<file path="src/verilog/mmd_map.svh">
// Address map constants for the memory map decoder
`ifndef MMD_MAP_SVH
`define MMD_MAP_SVH

// Code space
`define MMD_NOP_OPCODE 8'h00
`define MMD_CODE_TOP 16'hf7ff
`define MMD_NOP_BASE 16'hf800
`define MMD_REWRITE_LIMIT 16'he000

// General purpose RAM
`define MMD_IRAM_UPPER 8'h80
`define MMD_BIT_AREA_BASE 8'h20
`define MMD_BIT_SFR_BASE 8'h80

// Stack
`define MMD_SP_RESET 11'h007
`define MMD_SP_STEP 11'h001
`define MMD_STACK_IRAM_TOP 11'h0ff

// Extended data RAM window
`define MMD_EXTENDED_DATA_RAM_TOP 24'h0007ff

// Nonvolatile data memory access registers in SFR space
`define MMD_NV_CTRL 8'hb9
`define MMD_NV_DATA1 8'hbc
`define MMD_NV_DATA2 8'hbd
`define MMD_NV_DATA3 8'hbe
`define MMD_NV_DATA4 8'hbf
`define MMD_NV_ADDR 8'hc6

// Value returned from an unoccupied SFR location
`define MMD_UNOCC_RDATA 8'h00

`endif

</file>
<file path="src/verilog/mmd_pkg.sv">
// Types shared by the memory map decoder modules
package mmd_pkg;
    // Strap capture sequence, one-hot
    typedef enum logic [2:0] {
        MMD_ST_SYNC1 = 3'b001,
        MMD_ST_SYNC2 = 3'b010,
        MMD_ST_RUN = 3'b100
    } mmd_strap_e;

    // Stack pointer and stack address width
    typedef logic [10:0] mmd_sp_t;
endpackage

</file>
<file path="src/verilog/mmd_stack_if.sv">
// Interface between the decoder and its stack pointer unit
`timescale 1ns/100ps
interface mmd_stack_if;
    import mmd_pkg::*;
    logic push; // Pre-increment, then store
    logic pop; // Read, then decrement
    logic load; // Software load of the pointer
    mmd_sp_t load_val; // Value for a load
    mmd_sp_t sp; // Current stack pointer
    mmd_sp_t stack_addr; // Address of the current stack access

    modport core (output push, output pop, output load, output load_val, input sp, input stack_addr);
    modport unit (input push, input pop, input load, input load_val, output sp, output stack_addr);
endinterface

</file>
<file path="src/verilog/mmd_stack_unit.sv">
// Stack pointer register with pre-increment push and post-decrement pop
`timescale 1ns/100ps
`include "mmd_map.svh"
module mmd_stack_unit (
    // Clock and reset
    input wire logic ref_clk,
    input wire logic rst_n,
    // Stack requests from the core side
    mmd_stack_if.unit stk
);
    import mmd_pkg::*;

    mmd_sp_t sp_reg; // Stack pointer
    mmd_sp_t sp_next; // Next stack pointer
    mmd_sp_t addr_calc; // Address for this cycle's access

    ////////////////////////////////////////////////////////////////////
    // Next pointer; load wins over push and pop
    always_comb begin
        sp_next = sp_reg;
        addr_calc = sp_reg;
        if (stk.load) begin
            sp_next = stk.load_val;
        end else if (stk.push) begin
            // Increment first so the first byte lands one above reset value
            addr_calc = 11'(sp_reg + `MMD_SP_STEP);
            sp_next = addr_calc;
        end else if (stk.pop) begin
            // Full 11-bit pointer lets the stack grow past the RAM top
            sp_next = 11'(sp_reg - `MMD_SP_STEP);
        end
    end

    // Pointer register
    always_ff @(posedge ref_clk) begin
        if (!rst_n) begin
            sp_reg <= `MMD_SP_RESET;
        end else begin
            sp_reg <= sp_next;
        end
    end

    assign stk.sp = sp_reg;
    assign stk.stack_addr = addr_calc;
endmodule

</file>
<file path="src/verilog/mmd_decoder.sv">
// Memory map decoder: code, internal RAM, stack, SFR and external data routing
`timescale 1ns/100ps
`include "mmd_map.svh"
module mmd_decoder (
    // Clock and reset
    input wire logic ref_clk,
    input wire logic rst_n,
    // Code select strap pin, asynchronous
    input wire logic external_code_select_pin,
    // Code fetch from the core
    input wire logic fetch_req,
    input wire logic [15:0] fetch_addr,
    input wire logic [7:0] flash_rdata,
    input wire logic [7:0] ext_code_rdata,
    output logic fetch_ext_sel,
    output logic [7:0] fetch_data,
    output logic fetch_valid,
    output logic code_internal,
    output logic map_ready,
    // Runtime program memory rewrite
    input wire logic prog_wr_req,
    input wire logic [15:0] prog_addr,
    output logic prog_wr_grant,
    // SFR space access
    input wire logic sfr_rd,
    input wire logic [7:0] sfr_addr,
    input wire logic [7:0] sfr_core_rdata,
    output logic sfr_occupied,
    output logic nvdata_sel,
    output logic [7:0] sfr_rdata,
    // Internal RAM access
    input wire logic [7:0] ram_addr,
    input wire logic ram_indirect,
    output logic iram_sel,
    output logic sfr_sel,
    // Register bank and bit addressing
    input wire logic [1:0] bank_sel,
    input wire logic [2:0] reg_idx,
    input wire logic [7:0] bit_addr,
    output logic [7:0] reg_ram_addr,
    output logic [7:0] bit_byte_addr,
    output logic [2:0] bit_pos,
    output logic bit_in_sfr,
    // Stack control
    input wire logic sp_push,
    input wire logic sp_pop,
    input wire logic sp_load,
    input wire logic [10:0] sp_load_val,
    output logic [10:0] stack_pointer,
    output logic [10:0] stack_addr,
    output logic stack_in_extended_data_ram,
    // External data moves
    input wire logic xdata_req,
    input wire logic [23:0] data_pointer,
    input wire logic internal_extended_data_ram_enable_bit,
    output logic xdata_internal,
    output logic xdata_external,
    output logic [10:0] extended_data_ram_addr
);
    import mmd_pkg::*;

    ////////////////////////////////////////////////////////////////////
    // Strap synchroniser and capture

    logic strap_s1_reg; // First stage, read only by the second
    logic strap_s2_reg; // Second stage, safe to use
    mmd_strap_e st_reg; // Capture sequence state
    mmd_strap_e st_next; // Next capture state
    logic code_int_reg; // Latched code memory selection
    logic code_int_next; // Next selection

    // Next capture state; the strap is looked at exactly once
    always_comb begin
        st_next = st_reg;
        code_int_next = code_int_reg;
        case (st_reg)
            MMD_ST_SYNC1: begin
                // Pin level still travelling through the synchroniser
                st_next = MMD_ST_SYNC2;
            end
            MMD_ST_SYNC2: begin
                st_next = MMD_ST_RUN;
                // High selects internal flash, low selects external code
                code_int_next = strap_s2_reg;
            end
            MMD_ST_RUN: begin
                // Later strap changes are ignored until the next reset
                st_next = MMD_ST_RUN;
            end
            default: begin
                st_next = MMD_ST_SYNC1;
            end
        endcase
    end

    // Synchroniser runs through reset, so the second stage holds the pin level at release
    always_ff @(posedge ref_clk) begin
        strap_s1_reg <= external_code_select_pin;
        strap_s2_reg <= strap_s1_reg;
    end

    // Capture registers; the reset value is a constant, the strap is taken later
    always_ff @(posedge ref_clk) begin
        if (!rst_n) begin
            st_reg <= MMD_ST_SYNC1;
            code_int_reg <= 1'b0;
        end else begin
            st_reg <= st_next;
            code_int_reg <= code_int_next;
        end
    end

    assign code_internal = code_int_reg;
    assign map_ready = (st_reg == MMD_ST_RUN);

    ////////////////////////////////////////////////////////////////////
    // Code fetch path

    logic fetch_nop; // Fetch falls in the unbacked top of code space
    logic [7:0] fetch_data_reg; // Returned opcode
    logic [7:0] fetch_data_next;
    logic fetch_valid_reg; // Opcode ready flag
    logic fetch_valid_next;

    // Fetches go external when the strap chose external code, and also from reset until the strap is captured
    assign fetch_ext_sel = !code_int_reg;
    // No rollover into external space from the internal top
    assign fetch_nop = code_int_reg && (fetch_addr >= `MMD_NOP_BASE);

    // Choose the opcode source
    always_comb begin
        fetch_valid_next = fetch_req && map_ready;
        if (fetch_nop) begin
            fetch_data_next = `MMD_NOP_OPCODE;
        end else if (code_int_reg) begin
            fetch_data_next = flash_rdata;
        end else begin
            fetch_data_next = ext_code_rdata;
        end
    end

    // Register the opcode so the core sees a clean value
    always_ff @(posedge ref_clk) begin
        if (!rst_n) begin
            fetch_data_reg <= `MMD_NOP_OPCODE;
            fetch_valid_reg <= 1'b0;
        end else begin
            fetch_data_reg <= fetch_data_next;
            fetch_valid_reg <= fetch_valid_next;
        end
    end

    assign fetch_data = fetch_data_reg;
    assign fetch_valid = fetch_valid_reg;

    // Only the low region may be rewritten; the top holds the loader and is kept safe
    assign prog_wr_grant = prog_wr_req && (prog_addr < `MMD_REWRITE_LIMIT);

    ////////////////////////////////////////////////////////////////////
    // SFR decode

    logic sfr_occ_c; // Address has a register behind it
    logic [7:0] sfr_rdata_reg;
    logic [7:0] sfr_rdata_next;

    // Classic 8052 register set plus the nonvolatile access group
    function automatic logic sfr_is_occupied(input logic [7:0] a);
        logic occ;
        occ = 1'b0;
        if (a >= 8'h80 && a <= 8'h87) begin
            occ = 1'b1;
        end
        if (a >= 8'h88 && a <= 8'h8d) begin
            occ = 1'b1;
        end
        case (a)
            8'h90, 8'h98, 8'h99, 8'ha0, 8'ha8, 8'hb0, 8'hb8, 8'hc8, 8'hca, 8'hcb, 8'hcc, 8'hcd,
            8'hd0, 8'he0, 8'hf0, `MMD_NV_CTRL, `MMD_NV_DATA1, `MMD_NV_DATA2, `MMD_NV_DATA3,
            `MMD_NV_DATA4, `MMD_NV_ADDR: begin
                occ = 1'b1;
            end
            default: begin
                occ = occ;
            end
        endcase
        return occ;
    endfunction

    assign sfr_occ_c = sfr_is_occupied(sfr_addr);
    assign sfr_occupied = sfr_occ_c;
    // Data memory has no direct window; only these registers reach it
    assign nvdata_sel = (sfr_addr == `MMD_NV_CTRL) || (sfr_addr == `MMD_NV_ADDR) ||
        (sfr_addr >= `MMD_NV_DATA1 && sfr_addr <= `MMD_NV_DATA4);

    // Read data; nothing answers for an empty location, so a fixed value returns
    always_comb begin
        sfr_rdata_next = sfr_rdata_reg;
        if (sfr_rd) begin
            sfr_rdata_next = sfr_occ_c ? sfr_core_rdata : `MMD_UNOCC_RDATA;
        end
    end

    // Read data register
    always_ff @(posedge ref_clk) begin
        if (!rst_n) begin
            sfr_rdata_reg <= `MMD_UNOCC_RDATA;
        end else begin
            sfr_rdata_reg <= sfr_rdata_next;
        end
    end

    assign sfr_rdata = sfr_rdata_reg;

    ////////////////////////////////////////////////////////////////////
    // Internal RAM, banks and bits

    // Upper half shares addresses with SFRs; mode decides which answers
    assign iram_sel = (ram_addr < `MMD_IRAM_UPPER) || ram_indirect;
    assign sfr_sel = (ram_addr >= `MMD_IRAM_UPPER) && !ram_indirect;
    assign reg_ram_addr = {3'b000, bank_sel, reg_idx};

    // Low bit addresses map into the bit area, high ones into SFR bytes
    always_comb begin
        bit_pos = bit_addr[2:0];
        bit_in_sfr = bit_addr[7];
        if (!bit_addr[7]) begin
            bit_byte_addr = 8'(`MMD_BIT_AREA_BASE + {4'h0, bit_addr[6:3]});
        end else begin
            bit_byte_addr = {bit_addr[7:3], 3'b000};
        end
    end

    ////////////////////////////////////////////////////////////////////
    // Stack

    mmd_stack_if stk ();

    assign stk.push = sp_push;
    assign stk.pop = sp_pop;
    assign stk.load = sp_load;
    assign stk.load_val = sp_load_val;

    mmd_stack_unit u_stack (
        .ref_clk(ref_clk),
        .rst_n(rst_n),
        .stk(stk)
    );

    assign stack_pointer = stk.sp;
    assign stack_addr = stk.stack_addr;
    // Past the internal RAM top the stack continues in extended RAM
    assign stack_in_extended_data_ram = (stk.stack_addr > `MMD_STACK_IRAM_TOP);

    ////////////////////////////////////////////////////////////////////
    // External data moves

    logic extended_data_ram_hit; // Pointer inside the on-chip window

    assign extended_data_ram_hit = internal_extended_data_ram_enable_bit && (data_pointer <= `MMD_EXTENDED_DATA_RAM_TOP);
    assign xdata_internal = xdata_req && extended_data_ram_hit;
    assign xdata_external = xdata_req && !extended_data_ram_hit;
    assign extended_data_ram_addr = data_pointer[10:0];
endmodule

</file>
<file path="config.mk">
export PLATFORM = sky130hd
export DESIGN_NAME = mmd_decoder
export DESIGN_NICKNAME = d
export VERILOG_FILES = /design/src/verilog/mmd_pkg.sv /design/src/verilog/mmd_stack_if.sv /design/src/verilog/mmd_stack_unit.sv /design/src/verilog/mmd_decoder.sv
export VERILOG_INCLUDE_DIRS = /design/src /design/src/verilog
export SDC_FILE = /design/constraint.sdc
export NUM_CORES = 1
export LEC_CHECK = 0
export BUFFER_PORTS_ARGS = -buffer_cell sky130_fd_sc_hd__buf_2
export CAP_MARGIN = 20
export CORE_ASPECT_RATIO = 1.1
export CORE_MARGIN = 10
export CORE_UTILIZATION = 39
export CTS_BUF_LIST = sky130_fd_sc_hd__clkbuf_4
export DETAILED_ROUTE_END_ITERATION = 6
export PLACE_DENSITY = 0.84
export SETUP_SLACK_MARGIN = 0.5
export SLEW_MARGIN = 10
export SYNTH_ARGS = -nofsm -noshare
export SYNTH_HDL_FRONTEND = slang
export SYNTH_SLANG_ARGS = --single-unit
</file>
<file path="constraint.sdc">
create_clock -name ref_clk -period 2.1 [get_ports ref_clk]
set_input_delay 0.21 -clock ref_clk [delete_from_list [all_inputs] [get_ports ref_clk]]
set_output_delay 0.21 -clock ref_clk [all_outputs]
set_load 0.02 [all_outputs]
</file>
# Word-level counts from Yosys, hierarchy flattened
# Cells that the tools add are included.
# totals
ff_bits	34
inputBits	132
output_inout_bits	81
wordCells	80
# op_classes
addsub	3
n_lt_le_gt_ge	12
n_eq_ne	24
n_mux	12
bitwise_logic	1
n_reduce_logical	20
# op_table
cell	n
8-bit equality test, second input constant	21
11-bit 2-to-1 mux	5
8-bit greater-or-equal comparator, second input constant	4
24-bit by 11-bit less-or-equal comparator with 1-bit output, second input constant	1
8-bit less-or-equal comparator, second input constant	3
8-bit 2-to-1 mux	3
21-bit OR reduction	1
16-bit greater-or-equal comparator, second input constant	1
16-bit < comparator, second input constant	1
11-bit by 1-bit adder with 11-bit output, second input constant	1
11-bit by 8-bit > comparator with 1-bit output, second input constant	1
11-bit by 1-bit subtractor with 11-bit output, second input constant	1
1-bit logical AND	10
8-bit < comparator, second input constant	1
6-bit by 4-bit adder with 7-bit output, first input constant	1
3-bit case mux with 2 select lines	1
2-bit OR reduction	2
3-bit by 1-bit equality test with 1-bit output, second input constant	1
3-bit by 2-bit equality test with 1-bit output, second input constant	1
3-bit equality test, second input constant	1
1-bit zero test	3
1-bit logical OR	3
1-bit 2-to-1 mux	3
3-bit nonzero test	1
1-bit NOT	1

# Longest topological paths before layout
# logic_depth
ltp_word	6
ltp_mapped	7
depth_no_buf	6

# Modules after synthesis
# A second synthesis with hierarchy kept.
# unflattened
hier_cells	292
area_unflattened_um2	2378.5
# by_module_without_submodules
module	instances	cells_each	area_per_inst_um2	seq_area_each_um2
mmd_decoder	1	142	1295.0	460.4
mmd_stack_unit	1	150	1083.5	220.2

# Worst setup path after synthesis
# No wires, ideal clock.
# synth_timing
path_type	reg2out
from	reg u_stack.sp_reg[1], in the netlist u_stack.stk.sp[1]
to	out stack_in_extended_data_ram
arrival_ns	1.968
t_required_ns	1.890
setup_slack_ns	-0.078
path_stages_with_launch	7
n_path_buf	0
path_cell_list	dfxtp_1 ha_1 and3_1 nand3_1 nor3_1 xor2_1 or3_1
# synth_via
elab_chain_len	4
# synth_lines
element	line_no	text
from (decl)	mmd_stack_unit.sv:13	mmd_sp_t sp_reg;
from (signal assigned)	mmd_stack_unit.sv:37	sp_reg <= `MMD_SP_RESET;
from (signal assigned)	mmd_stack_unit.sv:39	sp_reg <= sp_next;
11-bit by 1-bit adder with 11-bit output (no line)	n/a	
11-bit 2-to-1 mux	mmd_stack_unit.sv:24	end else if (stk.push) begin
11-bit 2-to-1 mux	mmd_stack_unit.sv:22	if (stk.load) begin
named net stack_addr[8]	mmd_decoder.sv:50	output logic [10:0] stack_addr,
11-bit by 8-bit > comparator with 1-bit output (no line)	n/a	
to (decl)	mmd_decoder.sv:51	output logic stack_in_extended_data_ram,
# The timed path passes the listed nets, and every way through them passes these cells.

# Final worst setup path
# layout_timing
from	reg u_stack.sp_reg[0], in the netlist u_stack.stk.sp[0]
to	out stack_in_extended_data_ram
# layout_via
elab_chain_len	4
# layout_lines
element	line_no
11-bit by 1-bit adder with 11-bit output (no line)	n/a
11-bit 2-to-1 mux	mmd_stack_unit.sv:24
11-bit 2-to-1 mux (*)	mmd_stack_unit.sv:22
11-bit by 8-bit > comparator with 1-bit output (no line) (*)	n/a
# Mark *: on every way between the ends. The rest lies on a longest branch, timed or not.

==> results.py <==
metrics = {
    "yosys": {
        "netlist_instances": 287,
        "synth_top_area_share_pct": 29.3,
        "synth_edf_count": 0,
        "async_reset_ff_share_pct": 0,
        "synth_top_area_cell": "dfxtp_1",
        "yosys_warnings": 0,
        "synth_top_family_by_area": "simple AND/OR/NAND/NOR gates",
        "synth.cell_area_sq_um": 2320,
        "synth-compound-area-share_pct": 17.3,
        "synth-seq-cells": 34,
        "synth_ff_type": "dfxtp_1",
        "synth_xor_area_share_pct": 7.55,
        "yosysUniqueCellTypes": 59,
        "synth_area_leaders": "dfxtp_1 29%, buf_4 7.8%, nor2_1 4.5%",
        "yosysSeqAreaShare_pct": 29.3,
        "synth-simple-area-share_pct": 27.9,
        "post_synth_mux_area_share_pct": 4.42,
        "synth_fa_ha_area_share_pct": 1.08,
        "avgSynthCellArea_sq_um": 8.09,
    },
    "critical_path": {
        "cpLargestDelayFamily": "simple AND/OR/NAND/NOR gates",
        "slowest_delay_ps": 380,
        "cp-start-kind": "register",
        "worst-endpoint-arrival_ps": 1850,
        "end_kind": "primary output",
        "required_ps": 1890,
        "critical_path.slowest_cell": "dfxtp_4",
        "crit_fanout": 3,
        "worstReg2RegStart": "u_stack.stk.sp[4]",
        "critPathKind": "register to primary output",
        "crit_chain": "ha_4 -> and3_4 -> nand3_4 -> nor3_4 -> xor2_2 -> or3_4 -> buf_6",
        "worst-path-buf-inv": 1,
        "rr_endpoint": "u_stack.stk.sp[10]",
        "rrSetupSlack_ps": 170,
        "r2r_cells": 10,
    },
    "cells_and_area": {
        "final_common_cell": "buf_2",
        "diodes": 0,
        "layout_common_cells": "124 x buf_2, 30 x buf_4, 25 x nor2_1, 24 x dfxtp_1, 21 x nand2_1",
        "layout.nets": 563,
        "area_growth_pct": 52.4,
        "largest_register_ffs": 11,
        "drive_gt1_share_pct": 54.0,
        "postLayoutCellArea_sq_um": 3540,
    },
    "floorplan": {
        "start_util_pct": 40.2,
        "die_y_um": 101,
        "boundaryPins": 213,
        "die_w_um": 93.6,
        "num_rows": 29,
        "coreArea_sq_um": 5770,
        "die_area_sq_um": 9440,
    },
    "power": {
        "peakVddDrop_v": 0.000288,
        "p_sw_mw": 0.606,
        "clkPwrFrac_pct": 19.9,
        "power.density_nw_per_um2": 488,
        "pwr-share-seq_pct": 42.7,
        "power.leakage_nw": 1.64,
        "internal_power_mw": 1.12,
        "pwr-share-comb_pct": 37.5,
        "sw_frac_of_total_pct": 35.1,
    },
    "sta": {
        "fmax_mhz": 484,
        "grt_setup_unrepaired": "yes",
        "min_period_ps": 2060,
        "slew_viol_final": 0,
        "hold_viol_final": 0,
        "worst_pin_slew_ps": 521,
        "worst_clock_skew_ps": 8.62,
        "slew_headroom_pct": 65.0,
        "setup_viol": 0,
        "post-route-period-util_pct": 98.3,
        "finalSetupTns_ps": 0,
    },
    "global_routing": {
        "antenna_found_initial": 0,
        "grt_use_total_pct": 16.5,
        "grt_pass1_vias": 2782,
        "grt_start_max_net_pins": 23,
        "grt-ovfl-total": 0,
        "grt_pass1_wl_mm": 12.9,
    },
    "min_path": {
        "hold_path_depth": 2,
        "hold_start": "sfr_core_rdata[2]",
        "hp-class": "primary input to register",
        "min_to": "sfr_rdata[2]",
    },
    "clock_network": {
        "cts.clk_slew.worst_paths_ps": 100,
        "cts_buffer_depth": 2,
        "cts.sinks": 34,
        "cts_made_buffers": 5,
        "root_buffer": "clkbuf_4",
        "clkLatencyLatePin_ps": 330,
        "cts_tree": "built",
        "cts-htree-levels": 2,
    },
    "routing": {
        "wl_per_cell_um": 16.8,
        "wl_mm": 8.52,
        "first_pass_iters": 4,
        "drc_errors": 0,
        "vias_per_cell": 5.24,
        "drt_iter0_drc": 105,
        "antenna_left": 0,
        "num_vias": 2656,
    },
    "placement": {
        "port_buffers": 140,
        "place_area_sq_um": 3030,
        "hpwl_mm": 6.29,
        "finalWeightedCongestion": 0.904,
    },
    "status": {
        "status": "completed",
    },
    "job": {
        "max-cap-violations": 0,
    },
}
==> cell usage after synthesis, drive strengths merged, types with 8 or more instances <==
cell type,instances
a22o,8
buf,28
clkbuf,11
dfxtp,34
inv,9
mux2i,8
nand2,23
nand3,15
nand4,8
nor2,28
o21ai,14
xnor2,10
xor2,10
==> cells by family after synthesis <==
kind of cell               after synthesis
muxes                                   10
adders and majority gates                2
xor gates and xnor gates                20
DFF                                     34
AOI/OAI and AO/OA                       50
buffers and inverters                   49
and+or+nand+nor                        121
other                                    1
==> through the flow <==
stage	hold slack [ps]	instances	setup WS [ps]	total power, mW	utilization [%]
global route	62.2	507	-71.4	1.84	61.3
finish	90.8	507	35.2	1.73	61.3
CTS	75.6	504	46.2	1.70	58.9
global placement	312	473	248	1.26	52.6
floorplan	238	289	324	1.13	-
detailed placement	314	473	216	1.27	52.6
==> power groups by stage <==
stage                     clock, mW  combinational (mW)  sequential, mW
after detailed placement          0               0.508           0.763
final                         0.343               0.647           0.736
after global routing          0.403               0.697           0.743
after CTS                     0.358               0.605           0.734
after floorplan                   0               0.361           0.773
after global placement            0               0.497           0.760
==> worst max path at each step <==
stage                                  from                         end  slack, ps  cells after the start
after CTS                 u_stack.stk.sp[4]  stack_in_extended_data_ram         50                      6
after global placement              sp_push  stack_in_extended_data_ram        250                      7
after floorplan           u_stack.stk.sp[1]  stack_in_extended_data_ram        320                      6
final                     u_stack.stk.sp[0]  stack_in_extended_data_ram         40                      7
after global routing      u_stack.stk.sp[3]  stack_in_extended_data_ram        -70                      6
after detailed placement            sp_push  stack_in_extended_data_ram        220                      7
==> layer usage <==
metal	track usage [%]	up-vias	wire (um)	share of wire (%)
met4	8.30	0	299	3.5
met3	4.92	40	730	8.6
li1	-	1264	-	-
met5	0	-	0	0
met1	15.1	1210	2700	32
met2	32.1	142	4780	56
==> final cells by class <==
type / instances / area [sq um]
well taps: 77 / 96.3
clock inverters: 3 / 15.0
inverters: 9 / 41.3
clock buffers: 5 / 37.5
multi-input cells: 206 / 1570
repair buffers: 173 / 1070
fillers: 482 / 2230
flip-flops and latches: 34 / 708
==> timing repair <==
item                                    4_1_cts  5_1_grt
pin swaps                                    18       15
resized for setup                            36       38
buffers inserted                             22        3
endpoints found under the hold margin         1        0
endpoints found under the setup margin       12       21
cloned                                        0        0
hold buffers                                  1        0
Note: power is estimated with default switching activity, not from simulation.
